--- src/hw/sac_pkg.sv ---
// sac_pkg: constants, encodings and types shared by the converter control block.
// assumes a single 10 MHz system clock and an active-low asynchronous reset.
package sac_pkg;
  // ----------------------------------------------------------------
  // timing
  // ----------------------------------------------------------------
  localparam int SYS_CLK_MHZ = 10;
  localparam int TRACK_TIME_NS = 1500;
  localparam int TRACK_CYC = (TRACK_TIME_NS * SYS_CLK_MHZ + 999) / 1000;
  localparam int SAR_DIV = 4;
  localparam logic [4:0] TRACK_LAST = 5'(TRACK_CYC - 1);
  localparam logic [1:0] DIV_LAST = 2'(SAR_DIV - 1);
  // ----------------------------------------------------------------
  // result layout
  // ----------------------------------------------------------------
  localparam int RES_W = 12;
  localparam logic [3:0] MSB_IDX = 4'hb;
  localparam logic [3:0] LSB_IDX_12 = 4'h0;
  localparam logic [3:0] LSB_IDX_10 = 4'h2;
  localparam logic [11:0] RESULT_RESET = 12'h000;
  localparam logic [7:0] BYTE_RESET = 8'h00;
  // ----------------------------------------------------------------
  // multiplexer, amplifier and reference
  // ----------------------------------------------------------------
  localparam logic [3:0] CHAN_TEMP = 4'h8;
  localparam logic [3:0] PAIR_CFG_RESET = 4'h0;
  localparam logic [2:0] GAIN_X1 = 3'h0;
  localparam logic [2:0] GAIN_X2 = 3'h1;
  localparam logic [2:0] GAIN_X4 = 3'h2;
  localparam logic [2:0] GAIN_X8 = 3'h3;
  localparam logic [2:0] GAIN_X16 = 3'h4;
  localparam logic [2:0] GAIN_X0P5 = 3'h6;
  localparam logic REF_EXT_PIN = 1'b0;
  // ----------------------------------------------------------------
  // types
  // ----------------------------------------------------------------
  typedef enum logic [1:0] {
    SAC_START_SOFT,
    SAC_START_TMR2,
    SAC_START_TMR3,
    SAC_START_EXT
  } sac_start_t;
  typedef enum logic [1:0] {
    SAC_IDLE,
    SAC_TRACK,
    SAC_CONVERT,
    SAC_FINISH
  } sac_seq_state_t;
endpackage

--- src/hw/sac_conv_if.sv ---
// sac_conv_if: start/done handshake and result word between control and sequencer.
// assumes both ends run on the system clock.
`timescale 1ns/100ps
interface sac_conv_if;
  logic start;
  logic abort;
  logic mode12;
  logic busy;
  logic done;
  logic [11:0] result;
  modport ctl (output start, output abort, output mode12, input busy, input done, input result);
  modport seq (input start, input abort, input mode12, output busy, output done, output result);
endinterface

--- src/hw/sac_trig.sv ---
// sac_trig: synchronises the pin and timer start sources and picks the selected one.
// assumes timer and external starts are asynchronous levels; soft start is a clk pulse.
`timescale 1ns/100ps
module sac_trig
  import sac_pkg::*;
(
  input wire logic clk_sys_in,
  input wire logic nrst_in,
  input wire logic [1:0] start_mode_in,
  input wire logic soft_start_in,
  input wire logic tmr2_ovf_in,
  input wire logic tmr3_ovf_in,
  input wire logic ext_start_in,
  output logic trig_out
);
  // ----------------------------------------------------------------
  // synchronisers and edge detect
  // ----------------------------------------------------------------
  logic [2:0] s1_q, s2_q, s3_q;
  logic [2:0] s1_d, rise;
  logic trig_d, trig_q;
  always_comb begin
    s1_d = {ext_start_in, tmr3_ovf_in, tmr2_ovf_in};
    rise = s2_q & ~s3_q;
    unique case (sac_start_t'(start_mode_in))
      SAC_START_SOFT: trig_d = soft_start_in;
      SAC_START_TMR2: trig_d = rise[0];
      SAC_START_TMR3: trig_d = rise[1];
      SAC_START_EXT: trig_d = rise[2];
    endcase
  end
  // s1_q feeds only s2_q
  always_ff @(posedge clk_sys_in or negedge nrst_in) begin
    if (!nrst_in) begin
      s1_q <= 3'h0;
      s2_q <= 3'h0;
      s3_q <= 3'h0;
      trig_q <= 1'b0;
    end else begin
      s1_q <= s1_d;
      s2_q <= s1_q;
      s3_q <= s2_q;
      trig_q <= trig_d;
    end
  end
  assign trig_out = trig_q;
endmodule

--- src/hw/sac_sar_seq.sv ---
// sac_sar_seq: track phase then one bit per divider tick of successive approximation.
// assumes the analog comparator output is asynchronous and settles within one tick.
`timescale 1ns/100ps
module sac_sar_seq
  import sac_pkg::*;
(
  input wire logic clk_sys_in,
  input wire logic nrst_in,
  sac_conv_if.seq cv,
  input wire logic cmp_in,
  output logic [11:0] trial_code_out,
  output logic track_out
);
  sac_seq_state_t state_q, state_d;
  logic [4:0] cnt_q, cnt_d;
  logic [1:0] div_q, div_d;
  logic [3:0] bit_q, bit_d;
  logic [11:0] code_q, code_d;
  logic cmp1_q, cmp2_q;
  logic last_bit;
  // ----------------------------------------------------------------
  // sequencer
  // ----------------------------------------------------------------
  always_comb begin
    state_d = state_q;
    cnt_d = cnt_q;
    div_d = div_q;
    bit_d = bit_q;
    code_d = code_q;
    last_bit = (bit_q == (cv.mode12 ? LSB_IDX_12 : LSB_IDX_10));
    unique case (state_q)
      SAC_IDLE: begin
        if (cv.start) begin
          state_d = SAC_TRACK;
          cnt_d = 5'h00;
          code_d = RESULT_RESET;
        end
      end
      SAC_TRACK: begin
        cnt_d = cnt_q + 5'h01;
        if (cnt_q == TRACK_LAST) begin
          state_d = SAC_CONVERT;
          bit_d = MSB_IDX;
          div_d = 2'h0;
          code_d[MSB_IDX] = 1'b1;
        end
      end
      SAC_CONVERT: begin
        div_d = div_q + 2'h1;
        if (div_q == DIV_LAST) begin
          // comparator low means the trial overshot the input
          if (!cmp2_q) begin
            code_d[bit_q] = 1'b0;
          end
          if (last_bit) begin
            state_d = SAC_FINISH;
          end else begin
            bit_d = bit_q - 4'h1;
            code_d[bit_q - 4'h1] = 1'b1;
          end
        end
      end
      SAC_FINISH: state_d = SAC_IDLE;
    endcase
    if (cv.abort) begin
      state_d = SAC_IDLE;
    end
  end
  always_ff @(posedge clk_sys_in or negedge nrst_in) begin
    if (!nrst_in) begin
      state_q <= SAC_IDLE;
      cnt_q <= 5'h00;
      div_q <= 2'h0;
      bit_q <= MSB_IDX;
      code_q <= RESULT_RESET;
      cmp1_q <= 1'b0;
      cmp2_q <= 1'b0;
    end else begin
      state_q <= state_d;
      cnt_q <= cnt_d;
      div_q <= div_d;
      bit_q <= bit_d;
      code_q <= code_d;
      cmp1_q <= cmp_in;
      cmp2_q <= cmp1_q;
    end
  end
  assign cv.busy = (state_q != SAC_IDLE);
  assign cv.done = (state_q == SAC_FINISH);
  assign cv.result = cv.mode12 ? code_q : {2'h0, code_q[11:2]};
  assign trial_code_out = code_q;
  assign track_out = (state_q == SAC_TRACK);
endmodule

--- src/hw/sac_conv_ctrl.sv ---
// sac_conv_ctrl: top of the converter control block; configuration, capture, window, flags.
// assumes control inputs come from processor registers on the system clock;
// timer, external start and comparator inputs arrive asynchronously.
`timescale 1ns/100ps
module sac_conv_ctrl
  import sac_pkg::*;
(
  input wire logic clk_sys_in,
  input wire logic nrst_in,
  input wire logic conv_enable_in,
  input wire logic [1:0] start_mode_in,
  input wire logic soft_start_in,
  input wire logic tmr2_ovf_in,
  input wire logic tmr3_ovf_in,
  input wire logic ext_start_in,
  input wire logic res_12bit_in,
  input wire logic left_justify_in,
  input wire logic done_irq_en_in,
  input wire logic done_clear_in,
  input wire logic window_inside_in,
  input wire logic [11:0] window_lo_in,
  input wire logic [11:0] window_hi_in,
  input wire logic window_clear_in,
  input wire logic [3:0] channel_select_field_in,
  input wire logic [3:0] pair_config_in,
  input wire logic pair_config_wr_in,
  input wire logic [2:0] gain_select_field_in,
  input wire logic gain_wr_in,
  input wire logic ref_select_in,
  input wire logic cmp_in,
  output logic power_en_out,
  output logic track_out,
  output logic [11:0] trial_code_out,
  output logic busy_out,
  output logic done_flag_out,
  output logic done_irq_out,
  output logic window_irq_out,
  output logic [7:0] result_high_out,
  output logic [7:0] result_low_out,
  output logic [3:0] mux_pos_out,
  output logic [3:0] mux_neg_out,
  output logic mux_diff_out,
  output logic temp_sel_out,
  output logic [2:0] pga_gain_out,
  output logic ref_dac_sel_out
);
  // ----------------------------------------------------------------
  // helpers
  // ----------------------------------------------------------------
  // packs a right-aligned result into the 16-bit register pair
  function automatic logic [15:0] justify(input logic [11:0] r, input logic m12, input logic left);
    logic [15:0] w;
    w = {4'h0, r};
    if (left) begin
      w = m12 ? {r, 4'h0} : {r[9:0], 6'h00};
    end
    return w;
  endfunction
  // window compare on the right-aligned value
  function automatic logic in_window(input logic [11:0] r, input logic [11:0] lo, input logic [11:0] hi);
    return (r >= lo) && (r <= hi);
  endfunction
  // ----------------------------------------------------------------
  // sub-blocks
  // ----------------------------------------------------------------
  sac_conv_if cv ();
  logic trig;
  logic [11:0] trial_code;
  logic track;
  sac_trig u_trig (
    .clk_sys_in(clk_sys_in),
    .nrst_in(nrst_in),
    .start_mode_in(start_mode_in),
    .soft_start_in(soft_start_in),
    .tmr2_ovf_in(tmr2_ovf_in),
    .tmr3_ovf_in(tmr3_ovf_in),
    .ext_start_in(ext_start_in),
    .trig_out(trig)
  );
  sac_sar_seq u_seq (
    .clk_sys_in(clk_sys_in),
    .nrst_in(nrst_in),
    .cv(cv.seq),
    .cmp_in(cmp_in),
    .trial_code_out(trial_code),
    .track_out(track)
  );
  // ----------------------------------------------------------------
  // start path
  // ----------------------------------------------------------------
  logic power_q, power_d;
  logic mode12_q, mode12_d;
  always_comb begin
    power_d = conv_enable_in;
    mode12_d = mode12_q;
    // width is frozen while busy so a mid-conversion change cannot corrupt the word
    if (!cv.busy) begin
      mode12_d = res_12bit_in;
    end
  end
  always_ff @(posedge clk_sys_in or negedge nrst_in) begin
    if (!nrst_in) begin
      power_q <= 1'b0;
      mode12_q <= 1'b1;
    end else begin
      power_q <= power_d;
      mode12_q <= mode12_d;
    end
  end
  assign cv.mode12 = mode12_q;
  assign cv.start = trig && power_q && !cv.busy;
  assign cv.abort = !power_q;
  // ----------------------------------------------------------------
  // capture, flags and window
  // ----------------------------------------------------------------
  logic [7:0] res_hi_q, res_hi_d;
  logic [7:0] res_lo_q, res_lo_d;
  logic done_flag_q, done_flag_d;
  logic done_irq_q, done_irq_d;
  logic win_flag_q, win_flag_d;
  logic busy_q, busy_d;
  logic [15:0] packed_res;
  logic win_hit;
  always_comb begin
    packed_res = justify(cv.result, mode12_q, left_justify_in);
    win_hit = (in_window(cv.result, window_lo_in, window_hi_in) == window_inside_in);
    res_hi_d = res_hi_q;
    res_lo_d = res_lo_q;
    done_flag_d = done_flag_q;
    win_flag_d = win_flag_q;
    if (done_clear_in) begin
      done_flag_d = 1'b0;
    end
    if (window_clear_in) begin
      win_flag_d = 1'b0;
    end
    // a completion in the clear cycle still sets the flag
    if (cv.done) begin
      res_hi_d = packed_res[15:8];
      res_lo_d = packed_res[7:0];
      done_flag_d = 1'b1;
      if (win_hit) begin
        win_flag_d = 1'b1;
      end
    end
    done_irq_d = done_flag_d && done_irq_en_in;
    busy_d = cv.busy;
  end
  always_ff @(posedge clk_sys_in or negedge nrst_in) begin
    if (!nrst_in) begin
      res_hi_q <= BYTE_RESET;
      res_lo_q <= BYTE_RESET;
      done_flag_q <= 1'b0;
      done_irq_q <= 1'b0;
      win_flag_q <= 1'b0;
      busy_q <= 1'b0;
    end else begin
      res_hi_q <= res_hi_d;
      res_lo_q <= res_lo_d;
      done_flag_q <= done_flag_d;
      done_irq_q <= done_irq_d;
      win_flag_q <= win_flag_d;
      busy_q <= busy_d;
    end
  end
  // ----------------------------------------------------------------
  // multiplexer, amplifier and reference
  // ----------------------------------------------------------------
  logic [3:0] pair_q, pair_d;
  logic [2:0] gain_q, gain_d;
  logic [3:0] pos_q, pos_d;
  logic [3:0] neg_q, neg_d;
  logic diff_q, diff_d;
  logic temp_q, temp_d;
  logic ref_q, ref_d;
  logic pair_diff;
  always_comb begin
    pair_d = pair_q;
    gain_d = gain_q;
    if (pair_config_wr_in) begin
      pair_d = pair_config_in;
    end
    // unused gain codes are refused so the amplifier never sees an undefined setting
    if (gain_wr_in) begin
      unique case (gain_select_field_in)
        GAIN_X1, GAIN_X2, GAIN_X4, GAIN_X8, GAIN_X16, GAIN_X0P5: gain_d = gain_select_field_in;
        default: gain_d = gain_q;
      endcase
    end
    pair_diff = pair_q[channel_select_field_in[2:1]];
    temp_d = (channel_select_field_in >= CHAN_TEMP);
    pos_d = channel_select_field_in;
    neg_d = channel_select_field_in;
    diff_d = 1'b0;
    if (temp_d) begin
      pos_d = CHAN_TEMP;
      neg_d = CHAN_TEMP;
    end else if (pair_diff) begin
      pos_d = {channel_select_field_in[3:1], 1'b0};
      neg_d = {channel_select_field_in[3:1], 1'b1};
      diff_d = 1'b1;
    end
    ref_d = ref_select_in;
  end
  always_ff @(posedge clk_sys_in or negedge nrst_in) begin
    if (!nrst_in) begin
      pair_q <= PAIR_CFG_RESET;
      gain_q <= GAIN_X1;
      pos_q <= 4'h0;
      neg_q <= 4'h0;
      diff_q <= 1'b0;
      temp_q <= 1'b0;
      ref_q <= REF_EXT_PIN;
    end else begin
      pair_q <= pair_d;
      gain_q <= gain_d;
      pos_q <= pos_d;
      neg_q <= neg_d;
      diff_q <= diff_d;
      temp_q <= temp_d;
      ref_q <= ref_d;
    end
  end
  // ----------------------------------------------------------------
  // analog-side registers
  // ----------------------------------------------------------------
  logic track_q;
  logic [11:0] trial_q;
  always_ff @(posedge clk_sys_in or negedge nrst_in) begin
    if (!nrst_in) begin
      track_q <= 1'b0;
      trial_q <= RESULT_RESET;
    end else begin
      track_q <= track && power_q;
      trial_q <= trial_code;
    end
  end
  assign power_en_out = power_q;
  assign track_out = track_q;
  assign trial_code_out = trial_q;
  assign busy_out = busy_q;
  assign done_flag_out = done_flag_q;
  assign done_irq_out = done_irq_q;
  assign window_irq_out = win_flag_q;
  assign result_high_out = res_hi_q;
  assign result_low_out = res_lo_q;
  assign mux_pos_out = pos_q;
  assign mux_neg_out = neg_q;
  assign mux_diff_out = diff_q;
  assign temp_sel_out = temp_q;
  assign pga_gain_out = gain_q;
  assign ref_dac_sel_out = ref_q;
endmodule

--- config.mk ---
export PLATFORM = sky130hd
export DESIGN_NAME = sac_conv_ctrl
export DESIGN_NICKNAME = d
export VERILOG_FILES = /design/src/hw/sac_pkg.sv /design/src/hw/sac_conv_if.sv /design/src/hw/sac_trig.sv /design/src/hw/sac_sar_seq.sv /design/src/hw/sac_conv_ctrl.sv
export SDC_FILE = /design/constraint.sdc
export NUM_CORES = 1
export LEC_CHECK = 0
export BUFFER_PORTS_ARGS = -buffer_cell sky130_fd_sc_hd__buf_2
export CAP_MARGIN = 20
export CORE_UTILIZATION = 25
export CTS_CLUSTER_SIZE = 16
export DETAILED_ROUTE_END_ITERATION = 8
export PLACE_DENSITY_LB_ADDON = 0.05
export SLEW_MARGIN = 25
export SYNTH_ARGS = -nofsm -noshare
export SYNTH_HDL_FRONTEND = slang
export SYNTH_SLANG_ARGS = --single-unit
--- constraint.sdc ---
create_clock -name clk_sys_in -period 2.8 [get_ports clk_sys_in]
set_input_delay 0.28 -clock clk_sys_in [delete_from_list [all_inputs] [get_ports clk_sys_in]]
set_output_delay 0.28 -clock clk_sys_in [all_outputs]
set_load 0.03 [all_outputs]
======== Word-level counts from Yosys, hierarchy flattened ========
Cells that the tools add are included.
word-level totals
  flip-flop bits (word level) ............. 90
  output and inout port bits .............. 48
  word-level logic and storage cells ...... 137
cells by class
  $add $sub $neg .......................... 3
  magnitude comparators ................... 8
  equal/unequal tests ..................... 23
  muxes and demuxes ....................... 45
  bitwise logic cells ..................... 5
  reductions and logical operators ........ 24
operator list
  kind                  count
  $mux W12              7
  $mux W16              2
  $pmux W11 S2          1
  $mux W4               5
  $mux W2               7
  $mux W1               13
  $and A12 B12 Y12      1
  $ge A12 B12 Y1        1
  $le A12 B12 Y1        1
  $not A12 Y12          1
  $or A12 B12 Y12       1
  $reduce_and A4 Y1     3
  $eq A2 B2 Y1 const B  5
  $lt A4 B5 Y1 const B  2
  $pmux W5 S2           1
  $ne A3 B2 Y1 const B  3
  $demux W1 S4          2
  $ge A4 B1 Y1 const B  2
  $pmux W2 S4           1
  $pmux W4 S2           1
  $reduce_bool A2 Y1    4
  $logic_and A1 B1 Y1   7
  $eq A3 B2 Y1 const B  2
  $eq A3 B3 Y1 const B  2
  other kinds (27)      33

======== Logic depth before layout (Yosys ltp) ========
  depth in word-level cells ............... 13
  depth in mapped cells ................... 10
  depth with buffers taken out ............ 8

======== By module ========
From an unflattened synthesis, not the netlist that was laid out.
unflattened totals
  cell total of the unflattened synthesis .. 447
  area total of the unflattened synthesis .. 4698.3 um^2
by module, submodules not included
  module         instances  cells each  area an instance (um^2)  seq. area each (um^2)
  sac_conv_ctrl  1          230         2486.1                   1252.5
  sac_sar_seq    1          203         1920.6                   679.4
  sac_trig       1          14          291.5                    250.2

======== Worst setup path before layout ========
OpenSTA, ideal clock, no wires.
  path type ............................... flip-flop to flip-flop
  start point ............................. register mode12_q, in the netlist cv.mode12
  end point ............................... register win_flag_q, in the netlist window_irq_out
  arrival time ............................ 2368 ps
  setup slack ............................. 302 ps
  stages on the path, launching flop included .. 10
  buffers on the path ..................... 2
  cell sequence ........................... dfstp_2 > buf_4 > clkbuf_1 > mux2_2 > ha_1 > nand4_1 > or3_1 > o31ai_1 > nand2b_1 > nand4_1
between the ends
  word-level cells in the longest chain between the ends .. 6
RTL lines
  item                                                     RTL line              RTL
  from (decl)                                              sac_conv_ctrl.sv:92   logic mode12_q, mode12_d;
  from (signal assigned)                                   sac_conv_ctrl.sv:107  mode12_q <= mode12_d;
  $mux W12 (*)                                             sac_sar_seq.sv:90     assign cv.result = cv.mode12 ? code_q : {2'h0, code_q[11:2]};
  $ge A12 B12 Y1 / $le A12 B12 Y1 (equally long branches)  sac_conv_ctrl.sv:61   return (r >= lo) && (r <= hi);
  $logic_and A1 B1 Y1 (*)                                  sac_conv_ctrl.sv:61
  $eq A1 B1 Y1 (*)                                         sac_conv_ctrl.sv:126  win_hit = (in_window(cv.result, window_lo_in, window_hi_in) == window_inside_in);
  $mux W1 (*)                                              sac_conv_ctrl.sv:142  if (win_hit) begin
  $mux W1 (*)                                              sac_conv_ctrl.sv:138  if (cv.done) begin
  named net win_flag_d                                     sac_conv_ctrl.sv:120  logic win_flag_q, win_flag_d;
  to (signal assigned)                                     sac_conv_ctrl.sv:162  win_flag_q <= win_flag_d;
  to (decl)                                                sac_conv_ctrl.sv:120
The timed path passes the listed nets; every way through them passes the cells marked *.
A chain may end at the register's enable or synchronous reset.

======== Worst setup path in the final report ========
Ends and elaborated chain as after synthesis.

==> run_results.csv <==
group,metric,value,unit
clock_network,post-cts-setup-buffers,0,
worst_hold_path,hold_class,"input port to asynchronous set/reset pin",
timing,hold_violations,68,
worst_setup_path,cp_data_arrival_time,2.71,ns
clock_network,htreeDepth,3,
run,maxCapViolations,0,
finish,fin_nets,628,
grt,grt_pass1_wl,18.3,mm
clock_network,cts.reportedPaths.clkPinSlew,0.07,ns
timing,period_share,88.8,%
clock_network,cts_resized,0,
finish,stdcell_count,766,
routing,dr.first_iter.drc_count,109,
routing,dr.pass1.iters,6,
finish,layout_common_cells,"buf_2, dfrtp_1, inv_1",
worst_setup_path,cp-end-kind,"flip-flop",
finish,postLayoutCoreUtil,31.8,%
routing,wl_per_cell,14.9,µm
pwr,power.internal,2.74,mW
finish,nFillCells,1823,
timing,grt_setup_unrepaired,"false",
die,die_x,136,µm
logic_synthesis,ys_types,44,
finish,layout_commonest_cell,"buf_2",
grt,grt-ovfl-total,0,
die,die_h,136,µm
finish,drive_above_1_share,27.7,%
clock_network,cts_hold_buf,0,
die,die_area,18400,µm²
pwr,p_sw_share,38.6,%
placed_design,gp_congestion,0.794,
outcome,violations,"negative hold slack",
timing,maxSlewHeadroom,54.1,%
routing,postRouteAntennaNets,0,
timing,drv_slew,0,
clock_network,cts_buffers,9,
routing,drc,0,
pwr,ir_drop,0.000306,V
clock_network,cts-root-buf,"clkbuf_16",
logic_synthesis,synth_edf_count,0,
routing,wl,11.4,mm
die,core,17400,µm²
finish,areaGrowthSynthToFinish,23.5,%
grt,track_usage,13.1,%
routing,vias_per_cell,4.33,
logic_synthesis,synth_warnings,0,
logic_synthesis,async_flop_share,100,%
placed_design,dp_hpwl,8.35,mm
worst_setup_path,reg2reg_from,"cv.mode12$_DFFE_PN1P_",
placed_design,dp_cells,750,
pwr,pwr-share-comb,33.6,%
clock_network,clkLatencyLatePin,0.34,ns
pwr,clkPwrFrac,28.2,%
logic_synthesis,synth_seq_cells,87,
placed_design,place_ws,0.325,ns
pwr,p_switching,1.72,mW
pwr,p_per_area,807,nW/µm²
finish,design_area,5520,µm²
die,initial_utilization,25.8,%
timing,final-setup-viol-count,0,
timing,max_freq,402,MHz
worst_setup_path,crit_fanout,16,
logic_synthesis,avgSynthCellArea,10.2,µm²
die,rows,48,
finish,diodes,0,
pwr,seqPwrFrac,38.3,%
timing,hold_ws,-0.0366,ns
logic_synthesis,synthCells,437,
die,io_pins,102,
grt,antenna_found_initial,0,
worst_setup_path,reg2reg_slack,0.31,ns
timing,clock_skew,0.00670,ns
pwr,power.total,4.45,mW
routing,vias,3318,
logic_synthesis,synthesis.nets,529,
timing,setup_ws,0.313,ns
clock_network,cts_sinks,87,
logic_synthesis,synth_flop_cell,"dfrtp_1",
pwr,p_leak,2.78,nW
worst_setup_path,crit_type,"flip-flop to flip-flop",
logic_synthesis,ys_seq_area_share,48.8,%
grt,grt_pass1_vias,3472,
timing,worstMarginPinSlew,0.688,ns
worst_setup_path,r2r_end,"window_irq_out$_DFF_PN0_",
clock_network,tritoncts,"done",
grt,grt_max_degree,75,
placed_design,port_buffers,101,
timing,fin_crit,2.49,ns
worst_setup_path,ff2ff_path_depth,8,
worst_setup_path,crit_path_start_kind,"flip-flop",
timing,final.setup.tns,0,ns
logic_synthesis,syn-cell-area,4470,µm²
outcome,outcome,"complete, but fails checks",
placed_design,dpl_cell_area,5210,µm²
clock_network,cts_buffer_depth,2,
worst_setup_path,required,3.03,ns
==> cell families (layout without fill, tap and decap cells) <==
kind of cell	Yosys count	count (layout)	synth area share [%]
and+or+nand+nor	122	122	13.8
AOI/OAI and AO/OA	98	98	14.0
DFF	87	87	48.8
buffers and inverters	66	170	6.21
adders and majority gates	38	38	10.6
muxes	24	24	6.13
xor gates and xnor gates	2	2	0.392
==> worst max-delay path, stage by stage (launching register included) <==
cell and delay, ns:
dfstp_2 0.74, mux2_2 0.41, ha_1 0.30, nor2b_1 0.14
o211ai_1 0.16, a211oi_1 0.10, o31ai_1 0.28, nand2b_1 0.14
nand4_1 0.08
==> cells in the mapped netlist, types with 4 or more instances <==
master	count	area share (%)
dfrtp_1	83	46
inv_1	45	3.8
ha_1	38	11
o21ai_0	34	3.8
nor2_1	33	2.8
a21oi_1	24	2.7
nand2_1	22	1.8
nand2b_1	18	2.5
mux2_2	17	4.3
nand3_1	13	1.5
a32o_1	12	2.7
nor2b_1	11	1.5
clkbuf_1	10	0.84
nand4_1	7	0.98
a21o_1	6	1.0
mux2i_1	6	1.3
buf_4	5	0.84
nor3_1	5	0.56
o211ai_1	5	0.84
and2_1	4	0.56
dfstp_2	4	2.3
o31ai_1	4	0.67
==> state kept, by name (all words and copies together), names as in the netlist, 4 cells and up <==
name                  flops
mux_neg_out               4
u_seq.cnt_q               5
result_high_out           8
u_seq.bit_q               4
result_low_out            8
trial_code_out           12
u_seq.trial_code_out     12
pair_q                    4
==> area by class of cell <==
cell class	count	area, µm²	share of cell area [%]
timing repair buffer	109	572	10.4
multi-input combinational	284	2010	36.5
clock inverter	7	80.1	1.45
inverter	45	169	3.06
sequential	87	2180	39.5
tap	225	282	5.10
clock buffer	9	225	4.08
==> power groups by stage <==
stage | Sequential (mW) | Combinational, mW | Clock, mW
global route | 1.74 | 1.68 | 1.36
global placement | 1.73 | 1.52 | 0
detailed placement | 1.74 | 1.52 | 0
finish | 1.70 | 1.50 | 1.25
CTS | 1.71 | 1.52 | 1.30
floorplan | 1.92 | 0.826 | 0
==> layer usage <==
| layer | share of wire, % | track usage, % |
|---|---|---|
| met1 | 47 | 17.4 |
| met2 | 46 | 20.8 |
| met3 | 4.9 | 2.58 |
| met4 | 1.8 | 5.12 |
| met5 | 0 | 0 |
==> worst max path at each step <==
stage / start / to / slack, ns / cells past startpoint
after floorplan: cv.mode12$_DFFE_PN1P_ / window_irq_out$_DFF_PN0_ / 0.30 / 9
after global placement: cv.mode12$_DFFE_PN1P_ / window_irq_out$_DFF_PN0_ / 0.35 / 8
after detailed placement: cv.mode12$_DFFE_PN1P_ / window_irq_out$_DFF_PN0_ / 0.33 / 8
after CTS: cv.mode12$_DFFE_PN1P_ / window_irq_out$_DFF_PN0_ / 0.31 / 8
after global routing: cv.mode12$_DFFE_PN1P_ / window_irq_out$_DFF_PN0_ / 0.14 / 8
final: cv.mode12$_DFFE_PN1P_ / window_irq_out$_DFF_PN0_ / 0.31 / 8
Power figures use the tool's default switching activity.
